### src/ipo_pkg.sv
/*
 Constants, register map and encodings for the privileged register
 ordering block. Assumes one core clock and an APB register port.
*/
package ipo_pkg;
   localparam int          XLEN           = 64;
   localparam int          SB_W           = 8;
   localparam int          FPX_W          = 6;
   localparam int          SHD_N          = 8;
   // Instruction kinds presented at the map stage.
   localparam logic [2:0]  K_OTHER        = 3'h0;
   localparam logic [2:0]  K_MEM          = 3'h1;
   localparam logic [2:0]  K_IPR_WR       = 3'h2;
   localparam logic [2:0]  K_IPR_RD       = 3'h3;
   localparam logic [2:0]  K_RET          = 3'h4;
   localparam logic [2:0]  K_RET_STALL    = 3'h5;
   // APB byte addresses.
   localparam logic [7:0]  A_CTRL         = 8'h00;
   localparam logic [7:0]  A_BASE_LO      = 8'h04;
   localparam logic [7:0]  A_BASE_HI      = 8'h08;
   localparam logic [7:0]  A_SB_STAT      = 8'h0C;
   localparam logic [7:0]  A_FPC_LO       = 8'h10;
   localparam logic [7:0]  A_FPC_HI       = 8'h14;
   localparam logic [7:0]  A_EXC_SUM      = 8'h18;
   localparam logic [7:0]  A_STALL        = 8'h1C;
   localparam int          SHADOW_EN_BIT  = 1;
   localparam int          BASE_LSB       = 15;
   localparam int          FPC_ST_LSB     = 52;
   localparam int          FPC_EN_LSB     = 0;
   // Entry offsets above the firmware base.
   localparam logic [14:0] VEC_ARITHMETIC_TRAP_HANDLER      = 15'h0600;
   localparam logic [14:0] VEC_FPW        = 15'h0700;
   localparam logic [31:0] RST_CTRL       = 32'h0000_0000;
   localparam logic [63:0] RST_BASE       = 64'h0000_0000_0000_0000;
   typedef enum logic [1:0] {
      ST_RUN  = 2'b01,
      ST_HOLD = 2'b10
   } ipo_stall_e;
endpackage

### src/ipo_ctrl.sv
/*
 Privileged register ordering: scoreboard, stall-flagged return hold,
 issue gating, shadow registers, two-stage FP control register and trap
 vectoring. Assumes the pipeline presents one map-stage instruction at a
 time and reports issue, retire and abort events synchronously to pclk.
*/
// The address map and the APB register port were chosen for this implementation.
`timescale 1ns/10ps
`default_nettype none
module ipo_ctrl
   import ipo_pkg::*;
(
   // Clock and reset.
   input  wire logic               pclk,
   input  wire logic               presetn,
   // APB slave.
   input  wire logic               psel,
   input  wire logic               penable,
   input  wire logic               pwrite,
   input  wire logic [7:0]         paddr,
   input  wire logic [31:0]        pwdata,
   output logic      [31:0]        prdata,
   output logic                    pready,
   output logic                    pslverr,
   // Map stage.
   input  wire logic               map_valid,
   input  wire logic               map_new_block,
   input  wire logic [2:0]         map_kind,
   input  wire logic [2:0]         map_group,
   output logic                    map_ready,
   // Writer issue, retire and abort events.
   input  wire logic               wr_issue,
   input  wire logic [2:0]         wr_issue_group,
   input  wire logic               wr_retire,
   input  wire logic [2:0]         wr_retire_group,
   input  wire logic               pipe_abort,
   // Stall-flagged return completion and pipeline hold.
   input  wire logic               ret_done,
   output logic                    fetch_hold,
   // Issue gating.
   input  wire logic               ipr_issue_req,
   input  wire logic               load_issue_req,
   input  wire logic               store_bubble_busy,
   input  wire logic               load_bubble_busy,
   output logic                    ipr_issue_grant,
   output logic                    load_issue_grant,
   // Privileged mode and shadow register access.
   input  wire logic               priv_mode,
   input  wire logic               rf_wr_en,
   input  wire logic [4:0]         rf_wr_addr,
   input  wire logic [XLEN-1:0]    rf_wr_data,
   input  wire logic [4:0]         rf_rd_addr,
   output logic                    shadow_hit,
   output logic      [XLEN-1:0]    shadow_rd_data,
   input  wire logic               call_valid,
   input  wire logic [XLEN-1:0]    call_ret_pc,
   // FP control register and exceptions.
   input  wire logic               fpw_exec,
   input  wire logic [XLEN-1:0]    fpw_data,
   input  wire logic               fpw_retire,
   output logic      [XLEN-1:0]    fp_rd_data,
   input  wire logic               fp_exc_valid,
   input  wire logic [FPX_W-1:0]   fp_exc_flags,
   // Firmware trap request.
   output logic                    trap_valid,
   output logic      [XLEN-1:0]    trap_pc
);

////////////////////////////////////////////////////////////////////////////////
// Register bus.

   logic                 shadow_en;
   logic [XLEN-1:0]      fw_base;
   logic [SB_W-1:0]      sb;
   logic [SB_W-1:0]      pend;
   logic [XLEN-1:0]      fpc_first;
   logic [XLEN-1:0]      fpc_second;
   logic [FPX_W-1:0]     exc_sum;
   ipo_stall_e           stall_state;
   ipo_stall_e           next_stall_state;

   wire        bus_wr     = psel & penable & pwrite;
   wire        hit_ctrl   = (paddr == A_CTRL);
   wire        hit_blo    = (paddr == A_BASE_LO);
   wire        hit_bhi    = (paddr == A_BASE_HI);
   wire        hit_sb     = (paddr == A_SB_STAT);
   wire        hit_flo    = (paddr == A_FPC_LO);
   wire        hit_fhi    = (paddr == A_FPC_HI);
   wire        hit_exc    = (paddr == A_EXC_SUM);
   wire        hit_stall  = (paddr == A_STALL);
   wire        hit_any    = hit_ctrl | hit_blo | hit_bhi | hit_sb | hit_flo |
                            hit_fhi | hit_exc | hit_stall;
   wire        stall_on   = (stall_state == ST_HOLD);
   wire [31:0] ctrl_word  = {30'h0000_0000, shadow_en, 1'b0};
   wire [31:0] rd_mux     = hit_ctrl  ? ctrl_word :
                            hit_blo   ? fw_base[31:0] :
                            hit_bhi   ? fw_base[63:32] :
                            hit_sb    ? {16'h0000, pend, sb} :
                            hit_flo   ? fpc_second[31:0] :
                            hit_fhi   ? fpc_second[63:32] :
                            hit_exc   ? {26'h000_0000, exc_sum} :
                            hit_stall ? {31'h0000_0000, stall_on} :
                                        32'h0000_0000;

   assign pready  = 1'b1;
   assign pslverr = psel & penable & ~hit_any;
   assign prdata  = (psel & ~pwrite) ? rd_mux : 32'h0000_0000;

   always_ff @(posedge pclk or negedge presetn) begin
      if (!presetn) begin
         shadow_en <= RST_CTRL[SHADOW_EN_BIT];
         fw_base   <= RST_BASE;
      end else if (bus_wr) begin
         if (hit_ctrl) begin
            shadow_en <= pwdata[SHADOW_EN_BIT];
         end
         if (hit_blo) begin
            fw_base[31:0] <= {pwdata[31:BASE_LSB], 15'h0000};
         end
         if (hit_bhi) begin
            fw_base[63:32] <= pwdata;
         end
      end
   end

////////////////////////////////////////////////////////////////////////////////
// Scoreboard and map-stage hold.

   wire [SB_W-1:0] grp_bit  = SB_W'(1) << map_group;
   wire [SB_W-1:0] iss_clr  = wr_issue ? (SB_W'(1) << wr_issue_group) &
                                         8'h0F : 8'h00;
   wire [SB_W-1:0] ret_clr  = wr_retire ? (SB_W'(1) << wr_retire_group) &
                                          8'hF0 : 8'h00;
   wire [SB_W-1:0] clr_mask = pipe_abort ? 8'hFF : (iss_clr | ret_clr);
   // Writers of the current fetch block only become visible to the next.
   wire [SB_W-1:0] sb_view  = map_new_block ? (sb | pend) : sb;
   wire is_mem   = (map_kind == K_MEM);
   wire is_ipr   = (map_kind == K_IPR_WR) | (map_kind == K_IPR_RD);
   wire mem_blk  = is_mem & (|sb_view[3:0]);
   wire ipr_blk  = is_ipr & (|(sb_view & grp_bit));
   wire map_hold = stall_on | mem_blk | ipr_blk;
   wire map_acc  = map_valid & ~map_hold;
   wire wr_acc   = map_acc & (map_kind == K_IPR_WR);
   wire ret_stall_acc = map_acc & (map_kind == K_RET_STALL);
   wire [SB_W-1:0] set_mask = wr_acc ? grp_bit : 8'h00;

   assign map_ready  = ~map_hold;
   assign fetch_hold = stall_on;

   always_ff @(posedge pclk or negedge presetn) begin
      if (!presetn) begin
         sb   <= 8'h00;
         pend <= 8'h00;
      end else if (map_acc & map_new_block) begin
         sb   <= (sb | pend) & ~clr_mask;
         pend <= set_mask;
      end else begin
         sb   <= sb & ~clr_mask;
         pend <= (pend & ~clr_mask) | set_mask;
      end
   end

   always_comb begin
      next_stall_state = stall_state;
      case (stall_state)
         ST_RUN:  if (ret_stall_acc) next_stall_state = ST_HOLD;
         ST_HOLD: if (ret_done) next_stall_state = ST_RUN;
         default: next_stall_state = ST_RUN;
      endcase
   end

   always_ff @(posedge pclk or negedge presetn) begin
      if (!presetn) begin
         stall_state <= ST_RUN;
      end else begin
         stall_state <= next_stall_state;
      end
   end

////////////////////////////////////////////////////////////////////////////////
// Issue gating.

   assign ipr_issue_grant  = ipr_issue_req & ~store_bubble_busy &
                             ~stall_on;
   assign load_issue_grant = load_issue_req & ~load_bubble_busy &
                             ~stall_on;

////////////////////////////////////////////////////////////////////////////////
// Shadow registers.

   logic [XLEN-1:0] shadow [SHD_N];

   function automatic logic [3:0] shd_index(input logic [4:0] r);
      logic [3:0] idx;
      idx = 4'h8;
      if (r >= 5'd4 && r <= 5'd7) begin
         idx = {2'b00, r[1:0]};
      end else if (r >= 5'd20 && r <= 5'd23) begin
         idx = {2'b01, r[1:0]};
      end
      return idx;
   endfunction

   wire             overlay_on = priv_mode & shadow_en;
   wire [3:0]       wr_idx     = shd_index(rf_wr_addr);
   wire [3:0]       rd_idx     = shd_index(rf_rd_addr);
   wire [XLEN-1:0]  call_link  = {call_ret_pc[XLEN-1:1], priv_mode};

   for (genvar g = 0; g < SHD_N; g++) begin : g_shadow
      wire rf_hit = overlay_on & rf_wr_en & (wr_idx == 4'(g));
      wire cl_hit = call_valid & (g == SHD_N - 1);
      always_ff @(posedge pclk or negedge presetn) begin
         if (!presetn) begin
            shadow[g] <= 64'h0000_0000_0000_0000;
         end else if (cl_hit) begin
            shadow[g] <= call_link;
         end else if (rf_hit) begin
            shadow[g] <= rf_wr_data;
         end
      end
   end

   always_ff @(posedge pclk or negedge presetn) begin
      if (!presetn) begin
         shadow_hit     <= 1'b0;
         shadow_rd_data <= 64'h0000_0000_0000_0000;
      end else begin
         shadow_hit     <= overlay_on & ~rd_idx[3];
         shadow_rd_data <= rd_idx[3] ? 64'h0000_0000_0000_0000 :
                           shadow[rd_idx[2:0]];
      end
   end

////////////////////////////////////////////////////////////////////////////////
// FP control register and firmware traps.

   wire [FPX_W-1:0] fp_status = fpc_second[FPC_ST_LSB +: FPX_W];
   wire [FPX_W-1:0] fp_enable = fpc_second[FPC_EN_LSB +: FPX_W];
   wire arithmetic_trap_handler_hit = fp_exc_valid &
                    (|(fp_exc_flags & (~fp_status | fp_enable)));
   wire [XLEN-1:0] fpw_vec   = {fw_base[XLEN-1:BASE_LSB], VEC_FPW};
   wire [XLEN-1:0] arithmetic_trap_handler_vec = {fw_base[XLEN-1:BASE_LSB], VEC_ARITHMETIC_TRAP_HANDLER};

   assign fp_rd_data = fpc_second;

   always_ff @(posedge pclk or negedge presetn) begin
      if (!presetn) begin
         fpc_first  <= 64'h0000_0000_0000_0000;
         fpc_second <= 64'h0000_0000_0000_0000;
      end else begin
         if (fpw_exec) begin
            fpc_first <= fpw_data;
         end
         if (fpw_retire) begin
            fpc_second <= fpc_first;
         end
      end
   end

   always_ff @(posedge pclk or negedge presetn) begin
      if (!presetn) begin
         trap_valid <= 1'b0;
         trap_pc    <= 64'h0000_0000_0000_0000;
         exc_sum    <= 6'h00;
      end else begin
         trap_valid <= fpw_exec | arithmetic_trap_handler_hit;
         if (fpw_exec) begin
            trap_pc <= fpw_vec;
         end else if (arithmetic_trap_handler_hit) begin
            trap_pc <= arithmetic_trap_handler_vec;
         end
         if (arithmetic_trap_handler_hit) begin
            exc_sum <= fp_exc_flags;
         end
      end
   end

////////////////////////////////////////////////////////////////////////////////
// Assertions.

   property p_mem_hold;
      @(posedge pclk) disable iff (!presetn)
      (map_valid && is_mem && (|sb[3:0])) |-> !map_ready;
   endproperty
   a_mem_hold: assert property (p_mem_hold)
      else $error("memory op passed a set translation bit");

   property p_same_block;
      @(posedge pclk) disable iff (!presetn)
      (map_valid && !map_new_block && !stall_on && sb == 8'h00)
         |-> map_ready;
   endproperty
   a_same_block: assert property (p_same_block)
      else $error("stall inside one fetch block");

   property p_stall_hold;
      @(posedge pclk) disable iff (!presetn)
      stall_on |-> (fetch_hold && !map_ready && !ipr_issue_grant);
   endproperty
   a_stall_hold: assert property (p_stall_hold)
      else $error("pipeline moved during stall return");

   property p_stall_set;
      @(posedge pclk) disable iff (!presetn)
      ret_stall_acc |=> (fetch_hold throughout (!ret_done)[*1]);
   endproperty
   a_stall_set: assert property (p_stall_set)
      else $error("stall return did not hold fetch");

   property p_ipr_issue;
      @(posedge pclk) disable iff (!presetn)
      store_bubble_busy |-> !ipr_issue_grant;
   endproperty
   a_ipr_issue: assert property (p_ipr_issue)
      else $error("privileged op issued while store bubbles busy");

   property p_second;
      @(posedge pclk) disable iff (!presetn)
      (fpw_exec ##1 fpw_retire) |=> fp_rd_data == $past(fpw_data, 2);
   endproperty
   a_second: assert property (p_second)
      else $error("second latch missed retired value");

   property p_fpw_trap;
      @(posedge pclk) disable iff (!presetn)
      fpw_exec |=> (trap_valid && trap_pc == $past(fpw_vec));
   endproperty
   a_fpw_trap: assert property (p_fpw_trap)
      else $error("control write trap vector wrong");

   property p_arithmetic_trap_handler;
      @(posedge pclk) disable iff (!presetn)
      (arithmetic_trap_handler_hit && !fpw_exec) |=> (trap_valid && trap_pc == $past(arithmetic_trap_handler_vec));
   endproperty
   a_arithmetic_trap_handler: assert property (p_arithmetic_trap_handler)
      else $error("arithmetic trap missing");

   property p_call_link;
      @(posedge pclk) disable iff (!presetn)
      call_valid |=> shadow[SHD_N-1] == $past(call_link);
   endproperty
   a_call_link: assert property (p_call_link)
      else $error("call link not written to shadow");

   property p_shadow_off;
      @(posedge pclk) disable iff (!presetn)
      !overlay_on |=> !shadow_hit;
   endproperty
   a_shadow_off: assert property (p_shadow_off)
      else $error("shadow overlay outside shadow mode");

endmodule // ipo_ctrl
`default_nettype wire

### config.mk
export PLATFORM = sky130hd
export DESIGN_NAME = ipo_ctrl
export DESIGN_NICKNAME = d
export VERILOG_FILES = /design/src/ipo_pkg.sv /design/src/ipo_ctrl.sv
export SDC_FILE = /design/constraint.sdc
export NUM_CORES = 1
export LEC_CHECK = 0
export ABC_AREA = 1
export BUFFER_PORTS_ARGS = -buffer_cell sky130_fd_sc_hd__buf_2
export CORE_UTILIZATION = 40
export DETAILED_ROUTE_END_ITERATION = 7
export SETUP_SLACK_MARGIN = 0.4
export SLEW_MARGIN = 40
export SYNTH_ARGS = -nofsm -noshare
export SYNTH_HDL_FRONTEND = slang
export SYNTH_SLANG_ARGS = --single-unit
### constraint.sdc
create_clock -name pclk -period 2.1 [get_ports pclk]
set_input_delay 0.105 -clock pclk [delete_from_list [all_inputs] [get_ports pclk]]
set_output_delay 0.105 -clock pclk [all_outputs]
set_load 0.01 [all_outputs]
==> impl_metrics.ini <==
[run_status]
outcome = complete, no violations

[die]
row_count = 109
start_util_pct = 40.7
fp.dieH_um = 303
core_area_um2 = 88900
die_area_um2 = 91600
die_w_um = 303
pin_count = 513

[grt]
antenna_found_initial = 13
grt_max_degree = 113
grt_pass1_vias = 31700
overflow = 0
track_usage_pct = 27.4
grt_pass1_wl_um = 192000

[drt]
wl_met3_um = 10600
drcViolationCount = 0
wl_met1_um = 56000
drtAntennaViolNets = 0
highest_layer = met5
routed_wirelength_um = 137000
dr.first_iter.drc_count = 3122
routedWlPerCell_um = 21.6
vias = 34300
dr_wl_met2_um = 63600
vias_per_cell = 5.42
first_pass_iters = 6

[hold_path]
holdPathEnd = pend[0]
hold_path.class = input port to flip-flop
hp-start = map_new_block
holdPathStages = 5

[sta]
whs_ns = 0.0333
drv_slew = 0
hold_viol = 0
slew_headroom_pct = 42.2
rsz0062_at_grt = yes
finalClockSkew_ns = 0.0400
setup_tns_ns = 0
tightest_slew_ns = 0.865
setup_viol = 0
clock.fmax_mhz = 489
fin_crit_sh_pct = 97.4
finalCriticalPeriod_ns = 2.05

[critical_path]
crit_type = flip-flop to primary output
startpoint_type = flip-flop
reg2reg_slack_ns = 0.23
cp_num_buf_inv = 2
crit_required_ns = 2.00
cpPeakStageDelay_ns = 0.40
critPathArrivalTime_ns = 1.94
reg2regPathDepth = 9
worstPathMaxFanout = 3
crit_top_cell = nand2_1
path_cells = nand2_1 -> nand2_2 -> nand2_1 -> nand2_1 -> nor2_2 -> nand2_2 -> a21oi_2 -> buf_6 -> buf_6
crit_family = simple AND/OR/NAND/NOR gates
crit_path_end_kind = primary output
worstSetupStartpoint = pend[3]
timing.rr.end = shadow[267]
r2r_start = shadow_en
crit_slowest_cell = dfrtp_1

[layout]
finish.instance_area_um2 = 51400
layout_commonest_cell = nand2_1
fillers = 7656
mostFrequentLayoutCells = 1294 x nand2_1, 829 x dfrtp_1, 481 x buf_2
final_nets = 5366
synthToLayoutAreaGrowth_pct = 42.0
drive_gt1_share_pct = 28.2

[synth]
synth.distinct_cells = 46
synth.cell_area_um2 = 36200
postSynthAreaPerCell_um2 = 8.59
ys_warn_count = 0
synth-seq-cells = 831
yosysTopAreaCellShare_pct = 57.4
netlist_top_cells_area = dfrtp_1 57%, nand2_1 16%, o21ai_0 8.9%
synthCells = 4209
synth_ff_type = dfrtp_1
synth_edf_count = 0
ys_async_sr_fraction_pct = 100
yosysSeqAreaShare_pct = 57.5
yosysTopAreaCell = dfrtp_1

[clock_network]
cts.sinks = 831
clk_path_buf_depth = 3
cts_htree_levels = 3
cts_made_buffers = 92
cts_tree = built
clk_pin_slew_ns = 0.06
cts_root_buffer = clkbuf_16
clk_latency_ns = 0.69

[pwr]
p_per_area_nw_per_um2 = 720
ir_worst_vdd_v = 0.000783
p_leak_nw = 24.9

[job]
maxCapViolations = 0

[placed_design]
io_buffers = 498
place.gp.congestion = 0.905
dp_hpwl_um = 75600
place_area_um2 = 40500
==> report_power, final <==
| group | leakage, nW | total [W] | switching (W) | internal [W] |
|---|---|---|---|---|
| sequential | 11.2 | 0.0169 | 0.000366 | 0.0165 |
| clock | 1.49 | 0.0164 | 0.00693 | 0.00945 |
| combinational | 12.2 | 0.00372 | 0.00219 | 0.00152 |
| total | 24.9 | 0.0370 | 0.00949 | 0.0275 |
==> layer usage <==
metal  track usage, %  vias to the layer above
li1                 -                    15600
met1             37.6                    16800
met2             43.4                     1526
met3             4.69                      348
met4             10.8                        8
met5                0                        -
==> worst min-delay path: stages <==
cell     delay (ns)
buf_2          0.17
nand4_1        0.11
buf_4          0.16
nand2_1        0.06
nand2_1        0.05
==> sequential cells by signal, summed over array words and instances, names as in the netlist <==
name / cells
shadow_rd_data: 64
fpc_first: 64
shadow_hit: 1
sb: 8
shadow_en: 1
shadow: 512
fw_base: 49
fp_rd_data: 64
trap_pc: 51
stall_state: 2
pend: 8
trap_valid: 1
exc_sum: 6
==> cell families (layout without fill, tap and decap cells) <==
group	after synthesis	after routing	share of synthesized area (%)
simple gates	1899	1904	20.9
compound gates	935	935	14.3
flops	831	831	57.5
buf+inv	487	1415	5.60
mux	55	55	1.71
other cells	2	24	0.0208
==> Yosys cell counts, types with 6 or more instances <==
| cell | count |
|---|---|
| nand2_1 | 1528 |
| o21a_1 | 7 |
| o221ai_1 | 7 |
| o211ai_1 | 23 |
| buf_2 | 81 |
| o311ai_0 | 46 |
| o21ai_1 | 19 |
| o31ai_1 | 19 |
| mux2_2 | 53 |
| a31oi_1 | 23 |
| o21ai_0 | 642 |
| o311ai_1 | 17 |
| clkbuf_1 | 183 |
| buf_4 | 19 |
| inv_2 | 7 |
| and2_1 | 6 |
| a22oi_1 | 7 |
| inv_1 | 179 |
| nand3_1 | 189 |
| nor2_1 | 125 |
| a21boi_0 | 19 |
| nor2_2 | 7 |
| a21oi_1 | 101 |
| buf_1 | 13 |
| nor3_1 | 13 |
| dfrtp_1 | 830 |
| nand4_1 | 12 |
==> metrics by stage <==
step | utilization (%) | std cells | total power [W] | setup slack, ns
after floorplan | - | 4220 | 0.0183 | 0.582
after global placement | 45.5 | 5703 | 0.0200 | 0.166
after detailed placement | 45.5 | 5703 | 0.0200 | 0.0931
after CTS | 53.7 | 6222 | 0.0368 | 0.0459
after global routing | 57.7 | 6325 | 0.0381 | -0.0300
final | 57.8 | 6329 | 0.0370 | 0.0545
==> cell type report <==
type | instances | area, um2 | area share (%)
Clock inverter | 25 | 312 | 0.607
Clock buffer | 137 | 2710 | 5.28
Timing Repair Buffer | 1066 | 9760 | 19.0
Sequential cell | 831 | 20800 | 40.5
Tap cell | 1165 | 1460 | 2.84
Antenna cell | 11 | 27.5 | 0.0536
Inverter | 187 | 741 | 1.44
Multi-Input combinational cell | 2907 | 15600 | 30.3
==> what timing repair did <==
item | 4_1_cts | 5_1_grt
buffers inserted | 54 | 52
resized for setup | 176 | 748
pin swaps | 40 | 97
hold endpoints to repair | 1438 | 0
hold buffers | 278 | 0
cloned | 25 | 45
endpoints found under the setup margin | 533 | 469
==> worst max path at each step <==
| stage | endpoint | cells after the start |
|---|---|---|
| floorplan | trap_pc[53] | 12 |
| global placement | shadow[414] | 7 |
| detailed placement | shadow[437] | 7 |
| CTS | map_ready | 9 |
| global route | map_ready | 9 |
| finish | map_ready | 9 |
Note: power is estimated with default switching activity, not from simulation.
